==> config.mk <==
export PLATFORM = sky130hd
export DESIGN_NAME = epbd_decoder
export DESIGN_NICKNAME = d
export VERILOG_FILES = /design/src/rtl/epbd_pkg.sv /design/src/rtl/epbd_decoder.sv /design/src/rtl/epbd_arbiter.sv
export VERILOG_INCLUDE_DIRS = /design/src /design/src/rtl
export SDC_FILE = /design/constraint.sdc
export NUM_CORES = 1
export LEC_CHECK = 0
export ABC_AREA = 0
export ABC_CLOCK_PERIOD_IN_PS = 4600
export BUFFER_PORTS_ARGS = -buffer_cell sky130_fd_sc_hd__buf_2
export CAP_MARGIN = 10
export CORE_AREA = 8 8 202 204
export CTS_CLUSTER_DIAMETER = 80
export DETAILED_ROUTE_END_ITERATION = 7
export DIE_AREA = 0 0 210 212
export SLEW_MARGIN = 20
export SYNTH_ARGS = -nofsm -noshare
export SYNTH_HDL_FRONTEND = slang
export SYNTH_SLANG_ARGS = --single-unit
==> constraint.sdc <==
create_clock -name sys_clk -period 4.6 [get_ports sys_clk]
set_input_delay 0.92 -clock sys_clk [delete_from_list [all_inputs] [get_ports sys_clk]]
set_output_delay 0.92 -clock sys_clk [all_outputs]
set_load 0.005 [all_outputs]
==> src/rtl/epbd_consts.svh <==
// Address map and sizing constants for the external port bank decoder
`ifndef EPBD_CONSTS_SVH
`define EPBD_CONSTS_SVH
`define EPBD_ASYNC_B0_LO 32'h0020_0000
`define EPBD_ASYNC_B0_HI 32'h003F_FFFF
`define EPBD_ASYNC_B1_LO 32'h0400_0000
`define EPBD_ASYNC_B1_HI 32'h043F_FFFF
`define EPBD_ASYNC_B2_LO 32'h0800_0000
`define EPBD_ASYNC_B2_HI 32'h083F_FFFF
`define EPBD_ASYNC_B3_LO 32'h0C00_0000
`define EPBD_ASYNC_B3_HI 32'h0C3F_FFFF
`define EPBD_DRAM_B0_LO 32'h0020_0000
`define EPBD_DRAM_B0_HI 32'h03FF_FFFF
`define EPBD_DRAM_B1_HI 32'h07FF_FFFF
`define EPBD_DRAM_B2_HI 32'h0BFF_FFFF
`define EPBD_DRAM_B3_HI 32'h0FFF_FFFF
`define EPBD_FULL_FETCH_LO 32'h0020_0000
`define EPBD_FULL_FETCH_HI 32'h005F_FFFF
`define EPBD_COMP_FETCH_LO 32'h0060_0000
`define EPBD_COMP_FETCH_HI 32'h00FF_FFFF
`define EPBD_DRAM_MB_MIN 9'h020
`define EPBD_DRAM_MB_MAX 9'h100
`define EPBD_DEV_MBIT_MAX 12'h800
`define EPBD_TOUT_RESET 16'h00FF
`define EPBD_RATIO_MIN 4'h2
`endif

==> src/rtl/epbd_pkg.sv <==
// Types shared by the external port bank decoder
package epbd_pkg;
	typedef enum logic [1:0] {EPBD_DATA, EPBD_FETCH_FULL, EPBD_FETCH_COMP} epbd_kind_type;
	typedef struct packed {
		logic valid;
		logic [31:0] addr;
		epbd_kind_type kind;
		logic simd;
		logic write;
		logic [63:0] wdata;
	} epbd_req_type;
	typedef struct packed {
		logic [3:0] dram_mode;
		logic [3:0][8:0] dram_size_mb;
		logic [11:0] dev_mbit;
		logic [3:0][15:0] async_timing;
		logic [31:0] dram_timing;
		logic [3:0] clk_ratio;
		logic rotate;
		logic [15:0] timeout;
		logic lock;
	} epbd_cfg_type;
endpackage

==> src/rtl/epbd_decoder.sv <==
// External port address decoder, bank select and fetch checker
`timescale 1ns/1ps
`include "epbd_consts.svh"
module epbd_decoder
(
	input wire logic sys_clk,
	input wire logic sys_rst,
	input wire epbd_pkg::epbd_req_type req,
	input wire epbd_pkg::epbd_cfg_type cfg,
	input wire logic remote_req,
	input wire logic proc_id,
	input wire logic [47:0] fetch_word,
	output logic [3:0] dram_bank_select,
	output logic [3:0] async_bank_select,
	output logic [1:0] bank_index,
	output logic [31:0] bank_offset,
	output logic [15:0] bank_timing,
	output logic [31:0] dram_timing_out,
	output logic simd_wide,
	output logic [63:0] external_port_data_bus,
	output logic [47:0] comp_instr,
	output logic [1:0] comp_count,
	output logic bus_request,
	output logic fetch_fault,
	output logic decode_miss,
	output logic cfg_error
);
	logic local_grant;
	logic [3:0] hit;
	logic [3:0] next_hit;
	logic [31:0] next_offset;
	logic [1:0] next_index;
	logic fetch_ok;

	// Window test used for every bank and fetch range
	function automatic logic in_range(input logic [31:0] a, input logic [31:0] lo,
		input logic [31:0] hi);
		in_range = (a >= lo) && (a <= hi);
	endfunction

	// Base of a bank: same in either mode, so partial devices leave holes
	function automatic logic [31:0] bank_base(input logic [1:0] b);
		unique case (b)
			2'h0: bank_base = `EPBD_ASYNC_B0_LO;
			2'h1: bank_base = `EPBD_ASYNC_B1_LO;
			2'h2: bank_base = `EPBD_ASYNC_B2_LO;
			2'h3: bank_base = `EPBD_ASYNC_B3_LO;
		endcase
	endfunction

	// Per-bank window check in normal-word units; each bank picks its own mode
	always_comb
	begin
		next_hit = 4'h0;
		next_hit[0] = cfg.dram_mode[0] ? in_range(req.addr, `EPBD_DRAM_B0_LO, `EPBD_DRAM_B0_HI)
			: in_range(req.addr, `EPBD_ASYNC_B0_LO, `EPBD_ASYNC_B0_HI);
		next_hit[1] = cfg.dram_mode[1] ? in_range(req.addr, `EPBD_ASYNC_B1_LO, `EPBD_DRAM_B1_HI)
			: in_range(req.addr, `EPBD_ASYNC_B1_LO, `EPBD_ASYNC_B1_HI);
		next_hit[2] = cfg.dram_mode[2] ? in_range(req.addr, `EPBD_ASYNC_B2_LO, `EPBD_DRAM_B2_HI)
			: in_range(req.addr, `EPBD_ASYNC_B2_LO, `EPBD_ASYNC_B2_HI);
		next_hit[3] = cfg.dram_mode[3] ? in_range(req.addr, `EPBD_ASYNC_B3_LO, `EPBD_DRAM_B3_HI)
			: in_range(req.addr, `EPBD_ASYNC_B3_LO, `EPBD_ASYNC_B3_HI);
		next_index = next_hit[1] ? 2'h1 : next_hit[2] ? 2'h2 : next_hit[3] ? 2'h3 : 2'h0;
		next_offset = req.addr - bank_base(next_index);
	end

	// Fetches live only in bank 0, in their own format's range
	always_comb
	begin
		unique case (req.kind)
			epbd_pkg::EPBD_FETCH_FULL:
				fetch_ok = in_range(req.addr, `EPBD_FULL_FETCH_LO, `EPBD_FULL_FETCH_HI);
			epbd_pkg::EPBD_FETCH_COMP:
				fetch_ok = in_range(req.addr, `EPBD_COMP_FETCH_LO, `EPBD_COMP_FETCH_HI);
			default:
				fetch_ok = 1'b1;
		endcase
	end

	// Gap addresses and refused fetches select nothing
	assign hit = (req.valid && fetch_ok) ? next_hit : 4'h0;

	// Shared DRAM bus arbitration between two chips
	epbd_arbiter u_arbiter
	(
		.sys_clk(sys_clk),
		.sys_rst(sys_rst),
		.local_req(req.valid && |(hit & cfg.dram_mode)),
		.remote_req(remote_req),
		.rotate(cfg.rotate),
		.lock(cfg.lock),
		.timeout(cfg.timeout),
		.proc_id(proc_id),
		.local_grant(local_grant)
	);

	// Bank selects registered; DRAM ones wait for the bus grant
	always_ff @(posedge sys_clk)
	begin
		if (sys_rst)
		begin
			dram_bank_select <= 4'h0;
			async_bank_select <= 4'h0;
			bank_index <= 2'h0;
			bank_offset <= 32'h0000_0000;
			decode_miss <= 1'b0;
			fetch_fault <= 1'b0;
			bus_request <= 1'b0;
		end
		else
		begin
			dram_bank_select <= local_grant ? (hit & cfg.dram_mode) : 4'h0;
			async_bank_select <= hit & ~cfg.dram_mode;
			bank_index <= next_index;
			bank_offset <= next_offset;
			decode_miss <= req.valid && (next_hit == 4'h0);
			fetch_fault <= req.valid && !fetch_ok;
			bus_request <= |(hit & cfg.dram_mode); // Demand shown a cycle late
		end
	end

	// Timing of the selected bank: async per bank, DRAM shared
	always_ff @(posedge sys_clk)
	begin
		if (sys_rst)
		begin
			bank_timing <= 16'h0000;
			dram_timing_out <= 32'h0000_0000;
		end
		else
		begin
			bank_timing <= cfg.async_timing[next_index];
			dram_timing_out <= cfg.dram_timing;
		end
	end

	// Sanity of software settings: size, device, clock ratio
	always_ff @(posedge sys_clk)
	begin
		if (sys_rst)
			cfg_error <= 1'b0;
		else
		begin
			cfg_error <= (cfg.clk_ratio < `EPBD_RATIO_MIN)
				|| (cfg.dev_mbit > `EPBD_DEV_MBIT_MAX)
				|| (cfg.dram_size_mb[next_index] < `EPBD_DRAM_MB_MIN)
				|| (cfg.dram_size_mb[next_index] > `EPBD_DRAM_MB_MAX);
		end
	end

	// SIMD puts both elements on the 64-bit bus: low word primary
	always_ff @(posedge sys_clk)
	begin
		if (sys_rst)
		begin
			simd_wide <= 1'b0;
			external_port_data_bus <= 64'h0000_0000_0000_0000;
		end
		else
		begin
			simd_wide <= req.valid && req.simd && |(next_hit & cfg.dram_mode);
			external_port_data_bus <= req.simd ? req.wdata : {32'h0000_0000, req.wdata[31:0]};
		end
	end

	// A compressed fetch word carries up to three 16-bit instructions
	always_ff @(posedge sys_clk)
	begin
		if (sys_rst)
		begin
			comp_instr <= 48'h0000_0000_0000;
			comp_count <= 2'h0;
		end
		else
		begin
			comp_instr <= fetch_word;
			comp_count <= (req.valid && req.kind == epbd_pkg::EPBD_FETCH_COMP && fetch_ok)
				? 2'h3 : 2'h0;
		end
	end

	// Nothing selected in an async gap such as just above bank 1
	property p_gap_no_select;
		@(posedge sys_clk) disable iff (sys_rst)
		(req.valid && !cfg.dram_mode[1] && req.addr == 32'h0440_0000)
		|=> (async_bank_select == 4'h0 && dram_bank_select == 4'h0);
	endproperty
	a_gap_no_select: assert property (p_gap_no_select) else $error("gap address selected a bank");

	// Async bank 1 chosen at its base
	property p_async_b1;
		@(posedge sys_clk) disable iff (sys_rst)
		(req.valid && !cfg.dram_mode[1] && req.kind == epbd_pkg::EPBD_DATA
			&& req.addr == 32'h0400_0000) |=> async_bank_select == 4'h2;
	endproperty
	a_async_b1: assert property (p_async_b1) else $error("async bank 1 not selected");

	// Async bank 0 ends below 4M words
	property p_async_b0_end;
		@(posedge sys_clk) disable iff (sys_rst)
		(req.valid && !cfg.dram_mode[0] && req.addr == 32'h0040_0000) |=> !async_bank_select[0];
	endproperty
	a_async_b0_end: assert property (p_async_b0_end) else $error("bank 0 window too large");

	// DRAM bank 0 reaches its top address
	property p_dram_b0;
		@(posedge sys_clk) disable iff (sys_rst)
		(req.valid && cfg.dram_mode[0] && req.kind == epbd_pkg::EPBD_DATA
			&& req.addr == 32'h03FF_FFFF) |=> bank_index == 2'h0 && !decode_miss;
	endproperty
	a_dram_b0: assert property (p_dram_b0) else $error("dram bank 0 top missed");

	// DRAM bank 3 covers its last word
	property p_dram_b3;
		@(posedge sys_clk) disable iff (sys_rst)
		(req.valid && cfg.dram_mode[3] && req.addr == 32'h0FFF_FFFF) |=> bank_index == 2'h3;
	endproperty
	a_dram_b3: assert property (p_dram_b3) else $error("dram bank 3 top missed");

	// Fetch outside bank 0 is refused
	property p_fetch_bank0;
		@(posedge sys_clk) disable iff (sys_rst)
		(req.valid && req.kind != epbd_pkg::EPBD_DATA && req.addr[31:26] != 6'h00)
		|=> fetch_fault && async_bank_select == 4'h0;
	endproperty
	a_fetch_bank0: assert property (p_fetch_bank0) else $error("fetch outside bank 0 taken");

	// Compressed fetch in range yields three instructions
	property p_comp_three;
		@(posedge sys_clk) disable iff (sys_rst)
		(req.valid && req.kind == epbd_pkg::EPBD_FETCH_COMP && req.addr == 32'h0060_0000)
		|=> comp_count == 2'h3 && !fetch_fault;
	endproperty
	a_comp_three: assert property (p_comp_three) else $error("compressed fetch refused");

	// Full-length fetch stops above its range
	property p_full_end;
		@(posedge sys_clk) disable iff (sys_rst)
		(req.valid && req.kind == epbd_pkg::EPBD_FETCH_FULL && req.addr == 32'h0060_0000)
		|=> fetch_fault;
	endproperty
	a_full_end: assert property (p_full_end) else $error("full fetch beyond range");

	// Clock ratio below two flagged
	property p_ratio;
		@(posedge sys_clk) disable iff (sys_rst)
		(cfg.clk_ratio == 4'h1) |=> cfg_error;
	endproperty
	a_ratio: assert property (p_ratio) else $error("dram clock ratio not flagged");

	// Async bank 2 reaches its last word
	property p_async_b2_top;
		@(posedge sys_clk) disable iff (sys_rst)
		(req.valid && !cfg.dram_mode[2] && req.kind == epbd_pkg::EPBD_DATA
			&& req.addr == `EPBD_ASYNC_B2_HI) |=> async_bank_select == 4'h4;
	endproperty
	a_async_b2_top: assert property (p_async_b2_top) else $error("async bank 2 top missed");

	// Offset counts from the fixed base even at the top of bank 1
	property p_b1_offset;
		@(posedge sys_clk) disable iff (sys_rst)
		(req.valid && !cfg.dram_mode[1] && req.addr == `EPBD_ASYNC_B1_HI)
		|=> bank_offset == (`EPBD_ASYNC_B1_HI - `EPBD_ASYNC_B1_LO);
	endproperty
	a_b1_offset: assert property (p_b1_offset) else $error("bank 1 offset wrong");

	// DRAM bank 1 starts at the async base
	property p_dram_b1;
		@(posedge sys_clk) disable iff (sys_rst)
		(req.valid && cfg.dram_mode[1] && req.addr == `EPBD_ASYNC_B1_LO)
		|=> bank_index == 2'h1 && !decode_miss;
	endproperty
	a_dram_b1: assert property (p_dram_b1) else $error("dram bank 1 base missed");

	// No DRAM select without the bus grant
	property p_grant_gate;
		@(posedge sys_clk) disable iff (sys_rst)
		!local_grant |=> dram_bank_select == 4'h0;
	endproperty
	a_grant_gate: assert property (p_grant_gate) else $error("dram select without grant");

	// At most one DRAM chip select at a time
	property p_dram_onehot;
		@(posedge sys_clk) disable iff (sys_rst)
		1'b1 |-> $onehot0(dram_bank_select);
	endproperty
	a_dram_onehot: assert property (p_dram_onehot) else $error("two dram selects");

	// SIMD with no DRAM bank configured stays narrow
	property p_simd_async;
		@(posedge sys_clk) disable iff (sys_rst)
		(req.valid && req.simd && cfg.dram_mode == 4'h0) |=> !simd_wide;
	endproperty
	a_simd_async: assert property (p_simd_async) else $error("simd on async bank");

	// Compressed fetch stops above its range
	property p_comp_end;
		@(posedge sys_clk) disable iff (sys_rst)
		(req.valid && req.kind == epbd_pkg::EPBD_FETCH_COMP
			&& req.addr == `EPBD_COMP_FETCH_HI + 32'h0000_0001) |=> fetch_fault;
	endproperty
	a_comp_end: assert property (p_comp_end) else $error("compressed fetch beyond range");
endmodule

==> src/rtl/epbd_arbiter.sv <==
// Two-processor shared external bus arbiter with rotation, time-out and lock
`timescale 1ns/1ps
`include "epbd_consts.svh"
module epbd_arbiter
(
	input wire logic sys_clk,
	input wire logic sys_rst,
	input wire logic local_req,
	input wire logic remote_req,
	input wire logic rotate,
	input wire logic lock,
	input wire logic [15:0] timeout,
	input wire logic proc_id,
	output logic local_grant
);
	logic owner;
	logic owned;
	logic [15:0] hold_cnt;
	logic next_owner;
	logic next_owned;
	logic last_winner;

	// Both chips run this same logic, so they reach one verdict without glue
	always_comb
	begin
		next_owner = owner;
		next_owned = owned;
		if (owned && !lock && (hold_cnt >= timeout ||
			!(owner == proc_id ? local_req : remote_req)))
			next_owned = 1'b0;
		if (!next_owned && (local_req || remote_req))
		begin
			next_owned = 1'b1;
			if (local_req && remote_req)
				next_owner = rotate ? ~last_winner : 1'b0; // Fixed: id 0 wins
			else
				next_owner = local_req ? proc_id : ~proc_id;
		end
	end

	// Grant follows this cycle's verdict, so a lone request selects on the next edge
	assign local_grant = next_owned && (next_owner == proc_id);

	// Ownership and tenure counter; lock keeps the bus past the time-out
	always_ff @(posedge sys_clk)
	begin
		if (sys_rst)
		begin
			owner <= 1'b0;
			owned <= 1'b0;
			hold_cnt <= 16'h0000;
			last_winner <= 1'b1;
		end
		else
		begin
			owner <= next_owner;
			owned <= next_owned;
			if (next_owned && !owned)
				last_winner <= next_owner;
			hold_cnt <= (next_owned && owned && next_owner == owner) ? hold_cnt + 16'h0001 : 16'h0000;
		end
	end
endmodule

==> results of run 1 <==
==> kinds of logic (layout without fill, tap and decap cells) <==
| family | Yosys count | count (layout) | synth area share, % |
|---|---|---|---|
| AO/OA/AOI/OAI | 104 | 104 | 8.88 |
| XOR/XNOR | 22 | 22 | 2.52 |
| adder cells (fa/ha/maj) | 23 | 23 | 3.62 |
| buffers and inverters | 67 | 613 | 3.28 |
| flip-flops | 227 | 227 | 57.1 |
| multiplexers | 1 | 1 | 0.283 |
| other | 0 | 2 | 0 |
| AND/OR/NAND/NOR | 336 | 336 | 24.3 |
==> worst paths after layout <==
| kind | start | to | slack (ns) | cells after the start |
|---|---|---|---|---|
| worst min-delay path | u_arbiter.hold_cnt[0]$_SDFF_PP0_ | u_arbiter.hold_cnt[0]$_SDFF_PP0_ | 0.48 | 1 |
| worst max-delay path | req[99] | bank_offset[31]$_SDFF_PP0_ | 1.56 | 13 |
| worst max register to register | u_arbiter.hold_cnt[0]$_SDFF_PP0_ | u_arbiter.hold_cnt[3]$_SDFF_PP0_ | 1.92 | 10 |
| worst min register to register | u_arbiter.hold_cnt[0]$_SDFF_PP0_ | u_arbiter.hold_cnt[0]$_SDFF_PP0_ | 0.48 | 1 |
==> area by class of cell <==
cell class | instances | area, um^2 | share of cell area [%]
flip-flops and latches | 227 | 4540 | 37.5
well taps | 518 | 648 | 5.35
repair buffers | 537 | 2710 | 22.4
diodes | 2 | 5.00 | 0.0413
multi-input cells | 486 | 3160 | 26.1
inverters | 30 | 113 | 0.930
clock inverters | 12 | 188 | 1.55
clock buffers | 34 | 731 | 6.04
==> critical path, cell delays in order <==
cell      delay (ns)
buf_2           0.13
nor4_4          0.54
nand3b_1        0.21
o21ai_1         0.30
nor2_1          0.09
ha_1            0.24
ha_1            0.22
nand3_1         0.14
a21oi_1         0.11
o21ai_0         0.26
nor3_1          0.10
xnor2_1         0.14
nor2_1          0.05
==> report_power, final <==
part	leakage, nW	internal [mW]	switching [mW]	total, mW
clock network	0.449	1.35	0.848	2.19
logic	3.56	0.237	0.219	0.456
registers	1.88	2.06	0.0249	2.08
==> metal layers <==
| metal | vias to the layer above | GRT usage (%) |
|---|---|---|
| met2 | 311 | 21.3 |
| li1 | 3666 | - |
| met1 | 3434 | 16.4 |
| met3 | 53 | 4.73 |
| met4 | 6 | 3.52 |
| met5 | - | 0 |
==> registers in the layout, indices dropped and copies added, names as in the netlist, 2 cells and up <==
signal	count
async_bank_select	4
bank_index	2
bank_offset	32
bank_timing	16
comp_instr	48
dram_bank_select	4
dram_timing_out	32
external_port_data_bus	64
u_arbiter.hold_cnt	16
==> through the flow <==
step                total power [mW]  cell area [um^2]  setup WS [ns]  hold slack [ns]  utilization, %
floorplan                       2.30              7960           1.13            0.441               -
global route                    4.94             12100           1.29            0.521            31.9
detailed placement              2.59             11200           1.02            0.470            29.5
global placement                2.58             11200           1.07            0.465            29.5
finish                          4.74             12100           1.56            0.477            31.9
CTS                             4.81             12100           1.60            0.483            31.9
==> cells in the mapped netlist, types with 3 or more instances <==
cell type | n | area share [%]
clkbuf_1 | 31 | 1.5
a31oi_1 | 3 | 0.24
xor2_1 | 13 | 1.4
and2_1 | 35 | 2.8
and3_1 | 6 | 0.47
o211ai_1 | 35 | 3.3
inv_1 | 29 | 1.4
nand2b_1 | 3 | 0.24
dfxtp_1 | 227 | 57
nor2b_1 | 137 | 11
nand3_1 | 12 | 0.75
or3_1 | 32 | 2.5
nor2_1 | 52 | 2.5
nand2_1 | 20 | 0.94
nand4_1 | 6 | 0.47
xnor2_1 | 8 | 0.88
ha_1 | 23 | 3.6
nor4_1 | 4 | 0.31
o21ai_0 | 14 | 0.88
a21oi_1 | 32 | 2.0
nor3_1 | 19 | 1.2
==> impl_results.md, run 1 <==
* Outcome: complete, no violations
* DRT Wirelength at 31900 um
* DR WL met3 at approximately 2800 um
* Crit path DAT at around 3.5 ns
* Layout fillers at a little under 4000
* Number of flops mapped to enable cells by yosys at 0
* Vias in the first global route at between 7000 and 8000
* Tmin final at slightly above 3 ns
* Most common cell after layout, fill and taps aside: buf_2
* Die height at between 200 and 250 um
* CTS clk-pin slew, worst paths at ~0.06 ns
* Antenna-violating nets left at 0
* Hold Buf Count CTS at 0
* Post-DP HPWL at approximately 26000 um
* Critical path type: input pin to register
* Post-synth ARST share at 0%
* First-pass GRT wire length at 45400 um
* GR Overflow Total at 0
* Seq cells post-synth at between 200 and 250
* Sink Count at ~230
* Via density per instance at 4.05
* Max Freq at between 300 and 400 MHz
* Max Slew Vio Count at 0
* CTS Root Buffer Type: clkbuf_16
* Die area at 44500 um^2
* Initial Util at 21.0%
* RSZ-0062 raised after global routing: false
* DRC Markers at 0
* Sequential area share after synthesis at between 50% and 60%
* HP Class: register to register
* Pwr Density at around 400 nW/um^2
* Commonest cells after routing, fill and taps aside: buf_2 (528), dfxtp_1 (227), nor2b_1 (136), nor2_1 (52)
* Gpl congestion at 0.904
* Maximum VDD drop at between 200 and 250 uV
* CP max FO at 8
* Post-Synthesis Cell Area at roughly 8000 um^2
* Core Rows at 72
* Core ar. at about 38000 um^2
* # IOs at about 530
* Worst setup EP type: register
* Warning count from the yosys run at 0
* Layout Skew at approximately 0.014 ns
* Leak pwr at 5.89 nW
* Buffers added on ports at between 500 and 600
* Endpoints failing setup at 0
* Final cell count without fillers at roughly 1800
* Mapped Nets at about 1100
* Total track usage at between 10% and 20%
* Share of cells above drive strength 1 at between 40 and 50%
* Syn Area/Cell at between 10 and 15 um^2
* Latest clock arrival within the worst-skew pair at approximately 0.55 ns
* Chip width at 210 um
* Detailed-route via count at 7470
* Wire per inst at 17.3 um
* Fin. Hold Viols at 0
* Measured slew at the worst slew-check pin at 0.891 ns
* Metal-1 WL at between 10000 and 15000 um
* Clock buffer depth at 3
* Met2 Wirelength at 15000 um
* Max Cap Viol at 0
* Num CTS Buffers at 26
* Initial antenna violation count at 5
* CP startpoint kind: input pin
* Placed insts at 1798
* Area grow syn2layout at 52.1%
* CP required at 5.01 ns
* Final Cycle Share at about two thirds
* # nets final at roughly 1700
* Top Metal Used: met5
* Worst slew margin at between 40% and 50%
* DRT iter0 DRCs at about 480
* CTS tree: built
* Largest net degree at the start of global routing at around 110
* Ys flop type: dfxtp_1
* Setup_tns at 0 ns
* Synth Instances at between 700 and 800
* PostCTS Resize Cnt at 0
* H-tree depth at 1
* Post-CTS Setup Bufs at 0
* 1st-pass router iterations at 5
* Synth unique cells at between 50 and 60
No activity file was read; power rests on OpenSTA's default activity.
==> run 2: changes to the inputs <==
Settings changed: ABC_CLOCK_PERIOD_IN_PS 4600 to 2900.
Clock period 4.6 ns to 2.9 ns, I/O delays scaled along.
==> impl_results.md, run 2 (synthesized netlist as in run 1, its figures left out) <==
* Num CTS Buffers at 26
* Max Cap Viol at 0
* Final Cycle Share at 92.9%
* Start of the worst register-to-register path: u_arbiter.hold_cnt[5]$_SDFF_PP0_
* Biggest regs: external_port_data_bus x64, comp_instr x48
* Register share of total power at between 40 and 50%
* Commonest cells after routing, fill and taps aside: buf_2 (528), dfxtp_1 (227), nor2b_1 (136), nor2_1 (52)
* CP required at between 3 and 4 ns
* Detailed-route via count at around 7500
* Post-DP HPWL at ~27000 um
* Post-CTS Setup Bufs at 0
* Layout Skew at 0.0135 ns
* Hold Buf Count CTS at 0
* Latest clock arrival within the worst-skew pair at 0.54 ns
* Crit path DAT at around 3.1 ns
* First-pass GRT wire length at roughly 46000 um
* CTS tree: built
* HP Class: input pin to register
* PostCTS Resize Cnt at 0
* Comb pwr share at under 10%
* Setup WS post-layout at ~0.2 ns
* DRT iter0 DRCs at between 300 and 400
* Endpoints failing setup at 0
* Pwr Density at ~610 nW/um^2
* Wire per inst at 17.5 um
* Clk pwr share at between 40% and 50%
* GR Layer Usage met1 at approximately 17%
* Die height at about 210 um
* DRT Wirelength at 32500 um
* # nets final at roughly 1700
* Share of cells above drive strength 1 at between 40% and 50%
* Outcome: complete, no violations
* 1st-pass router iterations at 5
* Slowest cell on the critical path: dfxtp_1
* CTS Root Buffer Type: clkbuf_16
* Internal power at approximately 5.8 mW
* Core ar. at 37900 um^2
* Worst slew margin at ~29%
* Placed insts at around 1800
* Critical path type: register to register
* RSZ-0062 raised after global routing: false
* Max Slew Vio Count at 0
* Buffers added on ports at between 500 and 600
* Net Sw Frac at 23.0%
* Most flop-heavy register: external_port_data_bus
* Design Area, Final at approximately 12000 um^2
* Via density per instance at ~4
* DP Area at 11300 um^2
* Hold path depth at 2
* CP startpoint kind: register
* Initial antenna violation count at 7
* Maximum VDD drop at approximately 350 uV
* DRC Markers at 0
* Die area at about 45000 um^2
* Worst path max stage delay at roughly 0.43 ns
* Most common cell after layout, fill and taps aside: buf_2
* Util after Layout at 32.3%
* Clock buffer depth at 3
* Total track usage at 13.4%
* Total Power at roughly 7.5 mW
* GR Overflow Total at 0
* Met2 GRT Util at between 20% and 30%
* Hold endpoint: external_port_data_bus[34]$_SDFF_PP0_
* Area grow syn2layout at 54.1%
* CTS clk-pin slew, worst paths at approximately 0.060 ns
* Sink Count at around 230
* Hold path start: req[34]
* Initial Util at 21.0%
* Vias in the first global route at between 7000 and 8000
* Crit-path cells: ha_1, a211oi_1, o22ai_1, nor4bb_1, a21oi_1, o311ai_1, a2bb2oi_2, xnor2_2, nor4_1
* Fin. Hold Viols at 0
* CP max FO at 6
* Max Freq at 371 MHz
* Busiest grt layer: met2
* Chip width at between 200 and 250 um
* M3 GR Usage at around 3.7%
* # IOs at ~530
* Antenna-violating nets left at 0
* Max FFs per register at 64
* Setup slack, reg-to-reg at just over 0.2 ns
* RR Endpoint: dram_bank_select[2]$_SDFF_PP0_
* H-tree depth at 1
* Pre-CTS WS at -0.0409 ns
* Tmin final at roughly 2.7 ns
* Gpl congestion at around 0.92
* Measured slew at the worst slew-check pin at about 1.1 ns
* Core Rows at 72
* Sw power at 1.73 mW
* Worst setup EP type: register
* R2r worst-path depth at 9
* Final cell count without fillers at roughly 1900
* Setup_tns at 0 ns
* Worst hold slack at approximately 0.25 ns
* Leak pwr at around 6 nW
* Largest net degree at the start of global routing at 78
run 2: changes by cell type in the layout (fill, tap and decap cells not counted), sizes merged:
cell	delta
buf	+16
bufinv	-1
clkbuf	+2
clkinv	-3
clkinvlp	+1
inv	+2
run 2: final cells by class:
cell class              instances  area [um^2]
diodes                          2         5.00
clock buffers                  36          779
clock inverters                11          150
fillers                      3944        25700
inverters                      30          113
multi-input cells             486         3170
flip-flops and latches        227         4540
well taps                     518          648
repair buffers                553         2860
run 2: worst max-delay path by stage:
stage	slack, ns	end	cells past startpoint	startpoint
floorplan	0.03	bank_offset[30]$_SDFF_PP0_	13	req[97]
global placement	0.02	dram_bank_select[0]$_SDFF_PP0_	11	req[66]
detailed placement	-0.04	dram_bank_select[2]$_SDFF_PP0_	11	req[66]
CTS	0.22	dram_bank_select[2]$_SDFF_PP0_	9	u_arbiter.hold_cnt[5]$_SDFF_PP0_
global route	0.07	dram_bank_select[2]$_SDFF_PP0_	9	u_arbiter.hold_cnt[5]$_SDFF_PP0_
finish	0.21	dram_bank_select[2]$_SDFF_PP0_	9	u_arbiter.hold_cnt[5]$_SDFF_PP0_
run 2: power groups by stage:
stage,Combinational [mW],Clock [mW],Sequential [mW]
final,0.743,3.49,3.31
after global routing,0.819,3.72,3.32
after CTS,0.755,3.60,3.31
after detailed placement,0.751,0,3.38
after global placement,0.740,0,3.37
after floorplan,0.249,0,3.40
run 2: critical path, delay by kind of cell (launching register included):
kind	cells	cell delay, ns
adders and majority gates	1	0.28
DFF	1	0.43
and+or+nand+nor	2	0.56
AOI/OAI and AO/OA	5	1.13
xor gates and xnor gates	1	0.20
run 2: routing by layer:
metal	routed length, um	vias up
met5	24	-
met2	15600	300
met4	657	4
li1	-	3700
met3	2480	44
met1	13800	3475
==> run 3: changes to the inputs <==
--- a/config.mk
+++ b/config.mk
@@ -9,5 +9,5 @@
 export ABC_AREA = 0
 export ABC_CLOCK_PERIOD_IN_PS = 2900
-export BUFFER_PORTS_ARGS = -buffer_cell sky130_fd_sc_hd__buf_2
+export BUFFER_PORTS_ARGS = -buffer_cell sky130_fd_sc_hd__buf_4
 export CAP_MARGIN = 10
 export CORE_AREA = 8 8 202 204
@@ -15,5 +15,5 @@
 export DETAILED_ROUTE_END_ITERATION = 7
 export DIE_AREA = 0 0 210 212
-export SLEW_MARGIN = 20
+export SLEW_MARGIN = 5
 export SYNTH_ARGS = -nofsm -noshare
 export SYNTH_HDL_FRONTEND = slang
==> constraint.sdc (replaced) <==
create_clock -name sys_clk -period 2.9 [get_ports sys_clk]
set_input_delay 0.29 -clock sys_clk [delete_from_list [all_inputs] [get_ports sys_clk]]
set_output_delay 0.29 -clock sys_clk [all_outputs]
set_load 0.005 [all_outputs]
==> impl_results.md, run 3 (synthesized netlist as in run 1, its figures left out) <==
* Worst slew margin at about 24%
* CP required at ~3.4 ns
* Sw power at between 1.5 and 2 mW
* Core ar. at about 38000 um^2
* Final Cycle Share at between 90% and 100%
* Tmin final at 2.64 ns
* Layout Skew at between 0.01 and 0.015 ns
* Via density per instance at approximately 4
* HP Class: input pin to register
* Core Rows at 72
* Gpl congestion at between 0.8 and 0.9
* CTS clk-pin slew, worst paths at ~0.06 ns
* Clock buffer depth at 3
* # IOs at around 530
* Worst path max stage delay at ~0.54 ns
* RR Endpoint: dram_bank_select[0]$_SDFF_PP0_
* Biggest regs: external_port_data_bus x64, comp_instr x48
* Wire per inst at about 18 um
* Share of cells above drive strength 1 at 40.4%
* Largest net degree at the start of global routing at 96
* DRT iter0 DRCs at 508
* Max Slew Vio Count at 0
* Util after Layout at between 30% and 40%
* Total Power at around 7.8 mW
* Start of the worst register-to-register path: u_arbiter.hold_cnt[5]$_SDFF_PP0_
* Slowest cell on the critical path: dlygate4sd3_1
* Crit-path leading delay family: compound AO/OA/AOI/OAI gates
* Register share of total power at a little over two fifths
* Outcome: complete, no violations
* DP Area at between 10000 and 15000 um^2
* CTS tree: built
* Area grow syn2layout at 89.5%
* CP startpoint kind: input pin
* Hold path start: fetch_word[19]
* Sink Count at approximately 230
* Latest clock arrival within the worst-skew pair at approximately 0.54 ns
* Hold path depth at 2
* Antenna-violating nets left at 0
* Setup_tns at 0 ns
* Most common cell after layout, fill and taps aside: buf_4
* Chip width at 210 um
* # nets final at between 1500 and 2000
* Crit-path cells: dlygate4sd3_1, buf_4, nor4_4, buf_4, a31oi_1, a31oi_4, buf_4, a41oi_2, a21oi_1, nand2_1, a311o_2, nor2_1
* Endpoints failing setup at 0
* Measured slew at the worst slew-check pin at 1.13 ns
* Max Cap Viol at 0
* Setup slack, reg-to-reg at 0.32 ns
* Initial Util at 21.0%
* Max Freq at ~380 MHz
* Num CTS Buffers at 28
* Initial antenna violation count at 2
* Clk pwr share at a little over two fifths
* CTS Root Buffer Type: clkbuf_16
* Hold endpoint: comp_instr[19]$_SDFF_PP0_
* DRT Wirelength at around 36000 um
* GR Overflow Total at 0
* Layout fillers at 3591
* Critical path type: input pin to register
* Maximum VDD drop at 361 uV
* R2r worst-path depth at 9
* First-pass GRT wire length at ~53000 um
* 1st-pass router iterations at 4
* CP max FO at 16
* Post-DP HPWL at roughly 27000 um
* Pwr Density at a little over 500 nW/um^2
* Internal power at slightly below 6 mW
* Net Sw Frac at between 20% and 30%
* Die area at approximately 45000 um^2
* Worst setup EP type: register
* Vias in the first global route at about 8700
* Crit path DAT at 3.12 ns
* Cell repeated most along the worst path: buf_4
* Buffers added on ports at approximately 530
* RSZ-0062 raised after global routing: false
* Most flop-heavy register: external_port_data_bus
* Leak pwr at 6.92 nW
* H-tree depth at 1
* Design Area, Final at 15100 um^2
* Fin. Hold Viols at 0
* Comb pwr share at approximately 15%
* Die height at ~210 um
* Detailed-route via count at 8204
* Total track usage at 15.3%
* Commonest cells after routing, fill and taps aside: buf_4 (545), dfxtp_1 (227), dlygate4sd3_1 (161), nor2b_1 (136), nor2_1 (52)
* Worst Path Buf+Inv at 4
* DRC Markers at 0
* Max FFs per register at 64
## run 3: layout make-up
type                    count  area, um^2  share of cell area (%)
inverters                  30         113                   0.747
well taps                 518         648                    4.30
diodes                      1        2.50                  0.0166
clock buffers              36         761                    5.04
multi-input cells         486        3180                    21.1
clock inverters            12         116                   0.772
flip-flops and latches    227        4540                    30.1
repair buffers            708        5720                    37.9
## run 3: layer usage
metal,GRT usage (%),vias up,wire length [um]
met1,18.7,3811,15100
met2,25.8,320,17700
met4,4.54,2,983
met5,0,-,13
li1,-,4011,-
met3,4.47,60,2580
## run 3: what timing repair did
| action | in CTS | in global routing |
|---|---|---|
| setup endpoints to repair | 0 | 22 |
| endpoints found under the hold margin | 164 | 0 |
| hold buffers | 161 | 0 |
| gates resized for setup | 0 | 5 |
| buffers inserted | 0 | 4 |
## run 3: worst reg2reg max path, stage by stage, from the launching register on
cell,delay [ns]
dfxtp_1,0.42
ha_1,0.28
a211oi_1,0.21
o22ai_1,0.12
nor4bb_1,0.26
a21oi_1,0.23
o311ai_1,0.36
a2bb2oi_2,0.14
xnor2_2,0.20
nor4_2,0.27
## run 3: how the worst max path moves through the flow
stage	from	to	slack, ns	depth (start not counted)
6_report	req[98]	u_arbiter.hold_cnt[10]$_SDFF_PP0_	0.26	12
5_1_grt	u_arbiter.hold_cnt[5]$_SDFF_PP0_	dram_bank_select[0]$_SDFF_PP0_	0.01	9
4_1_cts	req[98]	u_arbiter.hold_cnt[10]$_SDFF_PP0_	0.13	11
3_5_place_dp	req[66]	u_arbiter.hold_cnt[2]$_SDFF_PP0_	0.07	11
3_3_place_gp	req[66]	u_arbiter.hold_cnt[13]$_SDFF_PP0_	0.15	11
2_1_floorplan	req[99]	bank_offset[31]$_SDFF_PP0_	0.06	13
## run 3: per-stage QoR
stage / std cells / hold WS, ns / setup slack (ns)
3_3_place_gp: 1803 / 0.460 / 0.149
4_1_cts: 2013 / 0.00255 / 0.131
3_5_place_dp: 1804 / 0.476 / 0.0665
6_report: 2018 / 0.0310 / 0.255
2_1_floorplan: 780 / 0.369 / 0.0627
5_1_grt: 2017 / 0.0147 / 0.0141
## run 3: power groups by stage
| stage | logic (mW) | clock network [mW] | registers [mW] |
|---|---|---|---|
| floorplan | 0.248 | 0 | 3.40 |
| global placement | 0.924 | 0 | 3.38 |
| CTS | 1.13 | 3.43 | 3.32 |
| finish | 1.13 | 3.32 | 3.32 |
| detailed placement | 0.933 | 0 | 3.38 |
| global route | 1.22 | 3.55 | 3.33 |
